==> config.mk <==
export PLATFORM = sky130hd
export DESIGN_NAME = sapc_top
export DESIGN_NICKNAME = d
export VERILOG_FILES = /design/src/core/sapc_pkg.sv /design/src/core/sapc_tad_gen.sv /design/src/core/sapc_top.sv
export VERILOG_INCLUDE_DIRS = /design/src /design/src/core
export SDC_FILE = /design/constraint.sdc
export NUM_CORES = 1
export LEC_CHECK = 0
export BUFFER_PORTS_ARGS = -buffer_cell sky130_fd_sc_hd__buf_2
export CAP_MARGIN = 10
export CORE_AREA = 2 2 96 98
export DETAILED_ROUTE_END_ITERATION = 7
export DIE_AREA = 0 0 98 100
export PLACE_DENSITY = 0.78
export SLEW_MARGIN = 20
export SYNTH_ARGS = -nofsm -noshare
export SYNTH_HDL_FRONTEND = slang
export SYNTH_HIERARCHICAL = 1
export SYNTH_SLANG_ARGS = --single-unit
==> constraint.sdc <==
create_clock -name mclk_i -period 3.5 [get_ports mclk_i]
set_input_delay 0.35 -clock mclk_i [delete_from_list [all_inputs] [get_ports mclk_i]]
set_output_delay 0.35 -clock mclk_i [all_outputs]
set_load 0.01 [all_outputs]
==> src/core/sapc_defs.svh <==
// Summary of operation
// - A software start is accepted only while the device runs in a Run mode; a trigger start needs no Run mode.
// - A running conversion continues and completes in the matching Idle mode.
// - Zero acquisition field delays conversion start one instruction cycle for Sleep entry.
// - Unimplemented control register bits read as zero.
// - Completion clears go/done, sets done flag and resumes sampling the channel.
// - Zero acquisition field means conversion starts after the one-instruction-cycle delay; software times acquisition.
// - Each 12-bit conversion takes eleven conversion clock periods.
// - After completion or abort, wait two conversion clock periods before sampling.
`ifndef SAPC_DEFS_SVH
`define SAPC_DEFS_SVH

// ----------------------------------------------------------------------
// Register offsets
// ----------------------------------------------------------------------
`define SAPC_OFF_RES_HI   3'h0
`define SAPC_OFF_RES_LO   3'h1
`define SAPC_OFF_CTL_MAIN 3'h2
`define SAPC_OFF_CTL_REF  3'h3
`define SAPC_OFF_CTL_TIM  3'h4
`define SAPC_OFF_INT_STAT 3'h5
`define SAPC_OFF_INT_CTL  3'h6

// ----------------------------------------------------------------------
// Field positions and reset values
// ----------------------------------------------------------------------
`define SAPC_BIT_DONE_FLAG 0
`define SAPC_BIT_INT_EN    0
`define SAPC_BIT_INT_PRIO  1
`define SAPC_RST_BYTE      8'h00

// ----------------------------------------------------------------------
// Timing
// ----------------------------------------------------------------------
`define SAPC_MCLK_NS     40
`define SAPC_RC_TAD_NS   4000
`define SAPC_RC_TAD_CYC  ((`SAPC_RC_TAD_NS + `SAPC_MCLK_NS - 1) / `SAPC_MCLK_NS)
`define SAPC_INSTR_TOSC  4
`define SAPC_CONV_TADS   11
`define SAPC_WAIT_TADS   2

`endif

==> src/core/sapc_pkg.sv <==
package sapc_pkg;

  // ----------------------------------------------------------------------
  // Register layouts
  // ----------------------------------------------------------------------
  typedef struct packed {
    logic       cal_req;      // offset_calibrate_request
    logic       rsvd;
    logic [3:0] chan;         // input_channel_select
    logic       go;           // go/done
    logic       on;           // converter_power_on
  } sapc_ctl_main_t;

  typedef struct packed {
    logic       trig_sel;     // special_trigger_select
    logic       rsvd;
    logic [1:0] vref;         // reference_voltage_select
    logic [3:0] pins;         // analog_pin_config
  } sapc_ctl_ref_t;

  typedef struct packed {
    logic       right_just;   // result_justify_select
    logic       rsvd;
    logic [2:0] acq_sel;      // acquisition_time_select
    logic [2:0] clk_sel;      // conversion_clock_select
  } sapc_ctl_tim_t;

  // ----------------------------------------------------------------------
  // Sequencer states
  // ----------------------------------------------------------------------
  typedef enum logic [2:0] {
    ST_SAMPLE = 3'b000,
    ST_DELAY  = 3'b001,
    ST_ACQ    = 3'b010,
    ST_CONV   = 3'b011,
    ST_WAIT   = 3'b100
  } sapc_state_t;

endpackage

==> src/core/sapc_tad_gen.sv <==
`timescale 1ns/10ps
`default_nettype none
`include "sapc_defs.svh"

module sapc_tad_gen (
  input  wire logic       mclk_i,     // System clock
  input  wire logic       resetn_i,   // Async reset, active low
  input  wire logic       restart_i,  // Realign period to now
  input  wire logic       sleep_i,    // Device in Sleep
  input  wire logic [2:0] clk_sel_i,  // Conversion clock select
  output logic            tick_o      // One pulse per period
);

  logic [6:0] cnt_q;
  logic [6:0] limit;
  logic       rc_sel;

  // Cycles per conversion clock period
  function automatic logic [6:0] period_cyc(input logic [2:0] sel);
    unique case (sel)
      3'b000:  period_cyc = 7'h02;
      3'b100:  period_cyc = 7'h04;
      3'b001:  period_cyc = 7'h08;
      3'b101:  period_cyc = 7'h10;
      3'b010:  period_cyc = 7'h20;
      3'b110:  period_cyc = 7'h40;
      default: period_cyc = 7'(`SAPC_RC_TAD_CYC);
    endcase
  endfunction

  assign rc_sel = (clk_sel_i[1:0] == 2'b11);
  assign limit  = period_cyc(clk_sel_i);

  // Oscillator-derived periods stop in Sleep; only the RC source runs on
  always_ff @(posedge mclk_i or negedge resetn_i) begin
    if (!resetn_i) begin
      cnt_q  <= 7'h00;
      tick_o <= 1'b0;
    end else if (restart_i) begin
      cnt_q  <= 7'h00;
      tick_o <= 1'b0;
    end else if (sleep_i && !rc_sel) begin
      tick_o <= 1'b0;
    end else if (cnt_q >= limit - 7'h01) begin
      cnt_q  <= 7'h00;
      tick_o <= 1'b1;
    end else begin
      cnt_q  <= cnt_q + 7'h01;
      tick_o <= 1'b0;
    end
  end

endmodule

`default_nettype wire

==> src/core/sapc_top.sv <==
`timescale 1ns/10ps
`default_nettype none
`include "sapc_defs.svh"

module sapc_top (
  input  wire logic        mclk_i,       // System clock, 25 MHz
  input  wire logic        resetn_i,     // Async reset, active low
  input  wire logic [2:0]  addr_i,       // Register address
  input  wire logic [7:0]  wdata_i,      // Write data
  input  wire logic        wr_i,         // Write strobe
  input  wire logic        rd_i,         // Read strobe
  output logic      [7:0]  rdata_o,      // Read data, cycle after rd_i
  input  wire logic        cpu_run_i,    // Device in a Run mode
  input  wire logic        sleep_i,      // Device in Sleep
  input  wire logic        trig_i,       // Special event trigger pulse
  input  wire logic [11:0] sample_code_i,// Raw converter code
  output logic      [3:0]  chan_sel_o,   // Selected input channel
  output logic      [1:0]  vref_sel_o,   // Reference selection
  output logic      [3:0]  pin_cfg_o,    // Analog pin configuration
  output logic             irq_o,        // Done interrupt, level
  output logic             irq_prio_o    // Done interrupt priority
);

  // ----------------------------------------------------------------------
  // Registers
  // ----------------------------------------------------------------------
  sapc_pkg::sapc_ctl_main_t ctl_main_q;
  sapc_pkg::sapc_ctl_ref_t  ctl_ref_q;
  sapc_pkg::sapc_ctl_tim_t  ctl_tim_q;
  sapc_pkg::sapc_state_t    state_q;
  logic [7:0]  res_hi_q;
  logic [7:0]  res_lo_q;
  logic [11:0] offset_q;
  logic        dummy_q;
  logic        done_flag_q;
  logic        int_en_q;
  logic        int_prio_q;
  logic [4:0]  cnt_q;
  logic        done_q;

  logic        tad_tick;
  logic        tad_restart;
  logic        wr_main;
  logic        go_req;
  logic        abort;
  logic        start;
  logic        busy;
  logic [4:0]  acq_tads;
  logic [11:0] cal_code;

  // Acquisition length in conversion clock periods
  function automatic logic [4:0] acq_len(input logic [2:0] sel);
    unique case (sel)
      3'b000:  acq_len = 5'h00;
      3'b001:  acq_len = 5'h02;
      3'b010:  acq_len = 5'h04;
      3'b011:  acq_len = 5'h06;
      3'b100:  acq_len = 5'h08;
      3'b101:  acq_len = 5'h0C;
      3'b110:  acq_len = 5'h10;
      default: acq_len = 5'h14;
    endcase
  endfunction

  // Register address decode for the write paths; the read port decodes addr_i in its own case
  function automatic logic hit(input logic [2:0] a, input logic [2:0] off);
    hit = (a == off);
  endfunction

  // ----------------------------------------------------------------------
  // Start, abort and phase decode
  // ----------------------------------------------------------------------
  assign wr_main  = wr_i && hit(addr_i, `SAPC_OFF_CTL_MAIN);
  assign acq_tads = acq_len(ctl_tim_q.acq_sel);
  assign busy     = (state_q == sapc_pkg::ST_DELAY) || (state_q == sapc_pkg::ST_ACQ) ||
                    (state_q == sapc_pkg::ST_CONV);

  // Software go needs the converter already on and the core running; a trigger needs only trig_sel set and the converter on
  assign go_req = (wr_main && wdata_i[1] && ctl_main_q.on && cpu_run_i) ||
                  (trig_i && ctl_ref_q.trig_sel && ctl_main_q.on);

  // Clearing go or power during a conversion throws the sample away
  assign abort = busy && ((wr_main && (!wdata_i[1] || !wdata_i[0])) || !ctl_main_q.on);

  assign start = ctl_main_q.go && !busy &&
                 ((state_q == sapc_pkg::ST_SAMPLE) ||
                  (state_q == sapc_pkg::ST_WAIT && tad_tick && cnt_q == 5'(`SAPC_WAIT_TADS - 1)));

  assign tad_restart = start || abort || (state_q == sapc_pkg::ST_DELAY) ||
                       (state_q == sapc_pkg::ST_CONV && tad_tick && cnt_q == 5'(`SAPC_CONV_TADS - 1));

  // Offset-compensated code, floored at zero
  assign cal_code = (sample_code_i > offset_q) ? (sample_code_i - offset_q) : 12'h000;

  // ----------------------------------------------------------------------
  // Conversion clock generator
  // ----------------------------------------------------------------------
  sapc_tad_gen u_tad (
    .mclk_i    (mclk_i),
    .resetn_i  (resetn_i),
    .restart_i (tad_restart),
    .sleep_i   (sleep_i),
    .clk_sel_i (ctl_tim_q.clk_sel),
    .tick_o    (tad_tick)
  );

  // ----------------------------------------------------------------------
  // Sequencer
  // ----------------------------------------------------------------------
  // Keeps ticking in Idle; only the core halts, not the conversion
  always_ff @(posedge mclk_i or negedge resetn_i) begin
    if (!resetn_i) begin
      state_q <= sapc_pkg::ST_SAMPLE;
      cnt_q   <= 5'h00;
      done_q  <= 1'b0;
    end else begin
      done_q <= 1'b0;
      unique case (state_q)
        sapc_pkg::ST_SAMPLE: begin
          cnt_q <= 5'h00;
          if (start) begin
            // Zero field: short start delay instead of acquisition
            state_q <= (acq_tads == 5'h00) ? sapc_pkg::ST_DELAY : sapc_pkg::ST_ACQ;
          end
        end
        sapc_pkg::ST_DELAY: begin
          // One instruction cycle lets the sleep instruction run first
          if (abort) begin
            state_q <= sapc_pkg::ST_WAIT;
            cnt_q   <= 5'h00;
          end else if (cnt_q == 5'(`SAPC_INSTR_TOSC - 1)) begin
            state_q <= sapc_pkg::ST_CONV;
            cnt_q   <= 5'h00;
          end else begin
            cnt_q <= cnt_q + 5'h01;
          end
        end
        sapc_pkg::ST_ACQ: begin
          if (abort) begin
            state_q <= sapc_pkg::ST_WAIT;
            cnt_q   <= 5'h00;
          end else if (tad_tick && cnt_q == acq_tads - 5'h01) begin
            state_q <= sapc_pkg::ST_CONV;
            cnt_q   <= 5'h00;
          end else if (tad_tick) begin
            cnt_q <= cnt_q + 5'h01;
          end
        end
        sapc_pkg::ST_CONV: begin
          if (abort) begin
            state_q <= sapc_pkg::ST_WAIT;
            cnt_q   <= 5'h00;
          end else if (tad_tick && cnt_q == 5'(`SAPC_CONV_TADS - 1)) begin
            state_q <= sapc_pkg::ST_WAIT;
            cnt_q   <= 5'h00;
            done_q  <= 1'b1;
          end else if (tad_tick) begin
            cnt_q <= cnt_q + 5'h01;
          end
        end
        sapc_pkg::ST_WAIT: begin
          // Settling gap before sampling resumes on the channel
          if (start) begin
            state_q <= (acq_tads == 5'h00) ? sapc_pkg::ST_DELAY : sapc_pkg::ST_ACQ;
            cnt_q   <= 5'h00;
          end else if (tad_tick && cnt_q == 5'(`SAPC_WAIT_TADS - 1)) begin
            state_q <= sapc_pkg::ST_SAMPLE;
            cnt_q   <= 5'h00;
          end else if (tad_tick) begin
            cnt_q <= cnt_q + 5'h01;
          end
        end
        default: begin
          state_q <= sapc_pkg::ST_SAMPLE;
          cnt_q   <= 5'h00;
        end
      endcase
    end
  end

  // ----------------------------------------------------------------------
  // Control registers
  // ----------------------------------------------------------------------
  // Go stays high across acquisition and conversion; request wins over clear
  always_ff @(posedge mclk_i or negedge resetn_i) begin
    if (!resetn_i) begin
      ctl_main_q <= `SAPC_RST_BYTE;
      ctl_ref_q  <= `SAPC_RST_BYTE;
      ctl_tim_q  <= `SAPC_RST_BYTE;
      dummy_q    <= 1'b0;
    end else begin
      if (wr_main) begin
        ctl_main_q.cal_req <= wdata_i[7];
        ctl_main_q.chan    <= wdata_i[5:2];
        ctl_main_q.on      <= wdata_i[0];
      end
      if (go_req) begin
        ctl_main_q.go <= 1'b1;
      end else if (done_q || abort || (wr_main && !wdata_i[1])) begin
        ctl_main_q.go <= 1'b0;
      end
      // Calibration request turns the next conversion into a dummy one
      if (start) begin
        dummy_q <= ctl_main_q.cal_req;
        if (ctl_main_q.cal_req && !wr_main) begin
          ctl_main_q.cal_req <= 1'b0;
        end
      end
      if (wr_i && hit(addr_i, `SAPC_OFF_CTL_REF)) begin
        ctl_ref_q <= {wdata_i[7], 1'b0, wdata_i[5:0]};
      end
      // Field steers timing; software retunes it for each clock mode
      if (wr_i && hit(addr_i, `SAPC_OFF_CTL_TIM)) begin
        ctl_tim_q <= {wdata_i[7], 1'b0, wdata_i[5:0]};
      end
    end
  end

  // ----------------------------------------------------------------------
  // Result and offset registers
  // ----------------------------------------------------------------------
  // An aborted sample never reaches the result pair
  always_ff @(posedge mclk_i or negedge resetn_i) begin
    if (!resetn_i) begin
      res_hi_q <= `SAPC_RST_BYTE;
      res_lo_q <= `SAPC_RST_BYTE;
      offset_q <= 12'h000;
    end else if (done_q && dummy_q) begin
      offset_q <= sample_code_i;
    end else if (done_q) begin
      if (ctl_tim_q.right_just) begin
        res_hi_q <= {4'h0, cal_code[11:8]};
        res_lo_q <= cal_code[7:0];
      end else begin
        res_hi_q <= cal_code[11:4];
        res_lo_q <= {cal_code[3:0], 4'h0};
      end
    end else if (wr_i && hit(addr_i, `SAPC_OFF_RES_HI)) begin
      res_hi_q <= wdata_i;
    end else if (wr_i && hit(addr_i, `SAPC_OFF_RES_LO)) begin
      res_lo_q <= wdata_i;
    end
  end

  // ----------------------------------------------------------------------
  // Interrupt
  // ----------------------------------------------------------------------
  // Sticky flag, write one to clear; a new completion beats the clear
  always_ff @(posedge mclk_i or negedge resetn_i) begin
    if (!resetn_i) begin
      done_flag_q <= 1'b0;
      int_en_q    <= 1'b0;
      int_prio_q  <= 1'b0;
    end else begin
      if (done_q) begin
        done_flag_q <= 1'b1;
      end else if (wr_i && hit(addr_i, `SAPC_OFF_INT_STAT) && wdata_i[`SAPC_BIT_DONE_FLAG]) begin
        done_flag_q <= 1'b0;
      end
      if (wr_i && hit(addr_i, `SAPC_OFF_INT_CTL)) begin
        int_en_q   <= wdata_i[`SAPC_BIT_INT_EN];
        int_prio_q <= wdata_i[`SAPC_BIT_INT_PRIO];
      end
    end
  end

  // Outputs registered; irq lags the flag by one cycle
  always_ff @(posedge mclk_i or negedge resetn_i) begin
    if (!resetn_i) begin
      irq_o      <= 1'b0;
      irq_prio_o <= 1'b0;
      chan_sel_o <= 4'h0;
      vref_sel_o <= 2'h0;
      pin_cfg_o  <= 4'h0;
    end else begin
      irq_o      <= done_flag_q && int_en_q;
      irq_prio_o <= int_prio_q;
      chan_sel_o <= ctl_main_q.chan;
      vref_sel_o <= ctl_ref_q.vref;
      pin_cfg_o  <= ctl_ref_q.pins;
    end
  end

  // ----------------------------------------------------------------------
  // Read port
  // ----------------------------------------------------------------------
  // Data valid only in the cycle after the strobe; unused bits read zero
  always_ff @(posedge mclk_i or negedge resetn_i) begin
    if (!resetn_i) begin
      rdata_o <= 8'h00;
    end else if (!rd_i) begin
      rdata_o <= 8'h00;
    end else begin
      unique case (addr_i)
        `SAPC_OFF_RES_HI:   rdata_o <= res_hi_q;
        `SAPC_OFF_RES_LO:   rdata_o <= res_lo_q;
        `SAPC_OFF_CTL_MAIN: rdata_o <= {ctl_main_q.cal_req, 1'b0, ctl_main_q[5:0]};
        `SAPC_OFF_CTL_REF:  rdata_o <= {ctl_ref_q.trig_sel, 1'b0, ctl_ref_q[5:0]};
        `SAPC_OFF_CTL_TIM:  rdata_o <= {ctl_tim_q.right_just, 1'b0, ctl_tim_q[5:0]};
        `SAPC_OFF_INT_STAT: rdata_o <= {7'h00, done_flag_q};
        `SAPC_OFF_INT_CTL:  rdata_o <= {6'h00, int_prio_q, int_en_q};
        default:            rdata_o <= 8'h00;
      endcase
    end
  end

endmodule

`default_nettype wire

======== Word-level counts from Yosys, hierarchy flattened ========
Index checks and enable logic that the tools add are counted.
storage, ports and cells
  output and inout bits ................... 20
  logic and storage cells ................. 176
  flip-flop bits (word level) ............. 90
  input port bits ......................... 30
operators by class
  eq/ne operators ......................... 33
  magnitude comparators ................... 2
  mux-type cells .......................... 49
  bitwise logic cells ..................... 1
  reductions and logical operators ........ 58
  $add $sub $neg .......................... 5
operators with widths
  kind                   number
  $mux W8                8
  $pmux W8 S7            1
  $mux W5                9
  $pmux W7 S6            1
  $pmux W5 S7            1
  $eq A3 B3 Y1 const B   10
  $logic_and A1 B1 Y1    29
  $mux W3                9
  $eq A3 B2 Y1 const B   7
  $mux W7                3
  $pmux W5 S4            1
  $pmux W3 S5            1
  $mux W1                13
  $eq A3 B1 Y1 const B   4
  $gt A12 B12 Y1         1
  $logic_not A3 Y1       4
  $mux W12               1
  $ne A3 B2 Y1 const B   4
  $sub A12 B12 Y12       1
  $logic_or A1 B1 Y1     11
  $reduce_bool A2 Y1     4
  $add A7 B1 Y7 const B  1
  $ge A7 B7 Y1           1
  $sub A7 B1 Y7 const B  1
  15 further kinds       22

======== Depth between registers and ports, before layout ========
  word-level depth ........................ 10
  depth in mapped cells ................... 12
  gate-level depth less buffers ........... 11

======== Modules after synthesis ========
The synthesis kept the hierarchy.
modules (own cells, without submodules)
  module        instances  sequential area each (um^2)  area an instance (um^2)  cells an instance
  sapc_top      1          2,052.0                      4,388.0                  423
  sapc_tad_gen  1          200.2                        629.4                    72

======== Worst setup path after synthesis ========
OpenSTA, ideal clock, no wires.
  path kind ............................... input to register
  start point ............................. input sample_code_i[0]
  end point ............................... register res_hi_q[1]
  path slack .............................. 712 ps
  data arrival time ....................... 2,664 ps
  path buffers ............................ 1
  setup time .............................. 125 ps
  cell stages on the path ................. 12
  required time ........................... 3,375 ps
  cell sequence ........................... inv_1 -> ha_1 -> inv_1 -> fa_1 -> a21o_1 -> a31oi_4 -> o21bai_2 -> a211o_1 -> and4b_1 -> buf_6 -> a221o_1 -> mux2_2
between the ends
  longest elaborated chain between the ends .. 4
  elaborated cells between the ends (all ways) .. 5
  those cells by class .................... 1 x add/sub; 1 x order compare; 3 x mux
RTL lines
  element                                             RTL line         RTL
  from (decl)                                         sapc_top.sv:16   input wire logic [11:0] sample_code_i,
  $sub A12 B12 Y12 or $gt A12 B12 Y1 (tied branches)  sapc_top.sv:93   assign cal_code = (sample_code_i > offset_q) ? (sample_code_i - offset_q) : 12'h000;
  $mux W12 *                                          sapc_top.sv:93
  $mux W8 *                                           sapc_top.sv:231  if (ctl_tim_q.right_just) begin
  $mux W8 *                                           sapc_top.sv:230  end else if (done_q) begin
  to (signal assigned)                                sapc_top.sv:232  res_hi_q <= {4'h0, cal_code[11:8]};
  to (signal assigned)                                sapc_top.sv:235  res_hi_q <= cal_code[11:4];
  to (signal assigned)                                sapc_top.sv:239  res_hi_q <= wdata_i;
  to (decl)                                           sapc_top.sv:31   logic [7:0] res_hi_q;
Mark *: on every way between the ends. The rest lies on a longest branch, timed or not.
A chain may end at the register's enable or synchronous reset.

======== Worst setup path after layout ========
  start point ............................. register offset_q[0]
  end point ............................... register res_hi_q[1]
between the ends
  longest elaborated chain between the ends .. 4
  elaborated cells between the ends (all ways) .. 5
  those cells by class .................... 1 x add/sub; 1 x order compare; 3 x mux
RTL lines
  element                                             RTL line         RTL
  from (decl)                                         sapc_top.sv:33   logic [11:0] offset_q;
  from (signal assigned)                              sapc_top.sv:229  offset_q <= sample_code_i;
  $sub A12 B12 Y12 or $gt A12 B12 Y1 (tied branches)  sapc_top.sv:93
  $mux W12 *                                          sapc_top.sv:93
  $mux W8 *                                           sapc_top.sv:231
  $mux W8 *                                           sapc_top.sv:230
Marks and branches as above.

==> results_dict.tcl <==
set metrics [dict create \
    port_buffers 49 \
    seqPwrFrac 0.470 \
    vias 3978 \
    ctsResizeCount 0 \
    leakage_nw 2.55 \
    cts-root-buf "clkbuf_8" \
    clock_skew_ps 15.9 \
    clk_pin_slew_ps 100 \
    drive_above_1_share 0.193 \
    yosysTopAreaCellShare 0.449 \
    use_met3 0.0334 \
    dp.cells 644 \
    post-route-drc-count 0 \
    period_needed_ps 2880 \
    slew_headroom 0.437 \
    vias_per_cell 6.03 \
    start_util 0.564 \
    area_delta_synth_final_pct 11.1 \
    r2r-start "offset_q[0]" \
    diodes 0 \
    top_usage_layer "met2" \
    worst_ir_drop_vdd_uv 215 \
    core-area_sq_um 8890 \
    die_w_microns 98 \
    ys_seq_area_frac 0.449 \
    grt_usage 0.234 \
    fin_setup_tns_ps 0 \
    cts.sinks 90 \
    drt_iter0_markers 291 \
    grt_pass1_wl_microns 18400 \
    die_y_microns 100 \
    postRouteWirelength_microns 11000 \
    netlist_area_sq_um 5020 \
    cts-buffers-inserted 9 \
    clkPwrFrac 0.250 \
    clk_latency_ps 370 \
    dieArea_sq_um 9800 \
    rsz0062_at_grt "false" \
    netlist_instances 495 \
    ios 50 \
    clockBufferDepth 2 \
    grt_max_degree 91 \
    startpoint_type "register" \
    synth.ff_latch_count 90 \
    cp_max_fo 8 \
    power_frac_comb 0.280 \
    worstSetupPathType "register to register" \
    grt_use_met2 0.385 \
    synthArstFlopShare 1.00 \
    ff2ff_setup_slack_ps 620 \
    power_density_nw_per_um2 536 \
    synth_edf_count 0 \
    postCtsSetupBuffers 0 \
    hp-class "input port to asynchronous set/reset pin" \
    r2r_cells 10 \
    synth_top_cell_by_area "dfrtp_1" \
    finalHoldViolCount 0 \
    yosys_warnings 6 \
    yosys-top-cells-area "dfrtp_1 45%, mux2_2 6.3%, ha_1 6.0%" \
    tightest_slew_ps 841 \
    fill_cells 757 \
    fin_crit_sh 0.823 \
    run_status "complete, no violations" \
    antenna_found_initial 0 \
    ys_types 64 \
    p_int_mw 1.94 \
    grt-ovfl-total 0 \
    p_sw_mw 1.05 \
    hpwlAfterDp_microns 8020 \
    htree_levels 3 \
    fin_nets 599 \
    grt_pass1_vias 3827 \
    synthesis.nets 550 \
    swShare 0.350 \
    hold_buffers 0 \
    slew_viol_final 0 \
    layout.cells.non_filler 660 \
    max_freq_mhz 347 \
    antenna_left 0 \
    timing.rr.end "res_hi_q[1]" \
    routedWlPerCell_microns 16.7 \
    cap_violations 0 \
    std_cell_rows 35 \
    multiInputGateArea_sq_um 2610 \
    postSynthAreaPerCell_sq_um 10.1 \
    end_kind "register" \
    place.gp.congestion 0.876 \
    regArea_sq_um 2250 \
    cp.required_ps 3760 \
    cp_data_arrival_time_ps 3140 \
    synth_flop_cell "dfrtp_1" \
    cts_tree "built" \
    first_pass_iters 5 \
    grt_use_met1 0.320 \
    setup_viol 0 \
]
through the flow:
step                hold slack [ps]  total power [mW]  area (sq um)  setup slack [ps]  utilization
floorplan                      54.4              1.99          5020               712            -
global placement                384              2.21          5370               557        0.604
detailed placement              388              2.26          5370               464        0.604
CTS                             220              3.01          5570               627        0.627
global route                    102              3.18          5580               461        0.627
finish                         40.1              2.99          5580               618        0.627
how the worst max path moves through the flow:
| stage | startpoint | end |
|---|---|---|
| finish | offset_q[0] | res_hi_q[1] |
| global route | offset_q[0] | res_hi_q[1] |
| CTS | offset_q[0] | res_hi_q[1] |
| detailed placement | sample_code_i[0] | res_hi_q[1] |
| global placement | sample_code_i[0] | res_hi_q[1] |
| floorplan | sample_code_i[0] | res_hi_q[1] |
state kept, by name, summed over array words and instances, names as in the netlist, 2 cells and up:
| name | cells |
|---|---|
| rdata_o | 8 |
| state_q | 3 |
| pin_cfg_o | 4 |
| ctl_tim_q | 7 |
| ctl_ref_q | 7 |
| vref_sel_o | 2 |
| res_lo_q | 8 |
| cnt_q | 5 |
| u_tad/cnt_q | 7 |
| ctl_main_q | 7 |
| chan_sel_o | 4 |
| res_hi_q | 8 |
| offset_q | 12 |
layer usage:
layer,part of all wire,up-vias
met4,0.018,0
met2,0.48,130
met5,0,-
met1,0.45,1940
met3,0.055,16
li1,-,1892
Yosys cell counts (all sizes together), types with 5 or more instances:
| cell | count |
|---|---|
| dfrtp | 90 |
| nand2 | 51 |
| nor2 | 40 |
| mux2 | 33 |
| a21oi | 28 |
| inv | 26 |
| ha | 24 |
| o21ai | 17 |
| nand3 | 14 |
| mux2i | 12 |
| xnor2 | 12 |
| nand2b | 11 |
| a22oi | 9 |
| a31oi | 9 |
| clkbuf | 9 |
| nor3 | 9 |
| o211ai | 7 |
| a21o | 6 |
| and3 | 6 |
| nor2b | 6 |
| buf | 5 |
| nand4 | 5 |
| xor2 | 5 |
power by group through the flow:
stage          clock [mW]  sequential [mW]  combinational (mW)
2_1_floorplan           0             1.38               0.605
3_3_place_gp            0             1.42               0.793
3_5_place_dp            0             1.42               0.834
4_1_cts             0.769             1.40               0.837
5_1_grt             0.808             1.44               0.933
6_report            0.747             1.40               0.835
critical path: stages (launching register included):
cell	delay, ps
dfrtp_1	370
ha_1	160
inv_1	60
fa_1	410
a21o_1	210
a31oi_4	210
o21bai_2	100
a211o_1	370
and4b_1	290
a221o_1	350
mux2_2	260
final cells by class:
class	instances	area share
Multi-Input combinational cell	365	0.467
Clock inverter	7	0.0148
Timing Repair Buffer	52	0.0491
Inverter	26	0.0175
Sequential cell	90	0.404
Tap cell	111	0.0249
Clock buffer	9	0.0222
cell families after synthesis:
kind of cell	count (synthesis)	share of synthesized area
xor+xnor	17	0.0297
mux	47	0.107
fa+ha+maj	25	0.0638
buf+inv	40	0.0329
simple gates	161	0.157
flops	90	0.449
compound gates	115	0.161
cells in the final DEF, fill, tap and decap left out, types with 8 or more instances in the layout:
| master | count |
|---|---|
| dfrtp_1 | 90 |
| nand2_1 | 50 |
| buf_2 | 48 |
| nor2_1 | 40 |
| a21oi_1 | 28 |
| mux2_2 | 28 |
| inv_1 | 25 |
| ha_1 | 24 |
| nand3_1 | 14 |
| mux2i_1 | 12 |
| xnor2_1 | 12 |
| nand2b_1 | 11 |
| o21ai_0 | 10 |
| nor3_1 | 9 |
| a22oi_1 | 9 |
| clkbuf_8 | 9 |
| a31oi_1 | 8 |
Note: power is estimated with default switching activity, not from simulation.
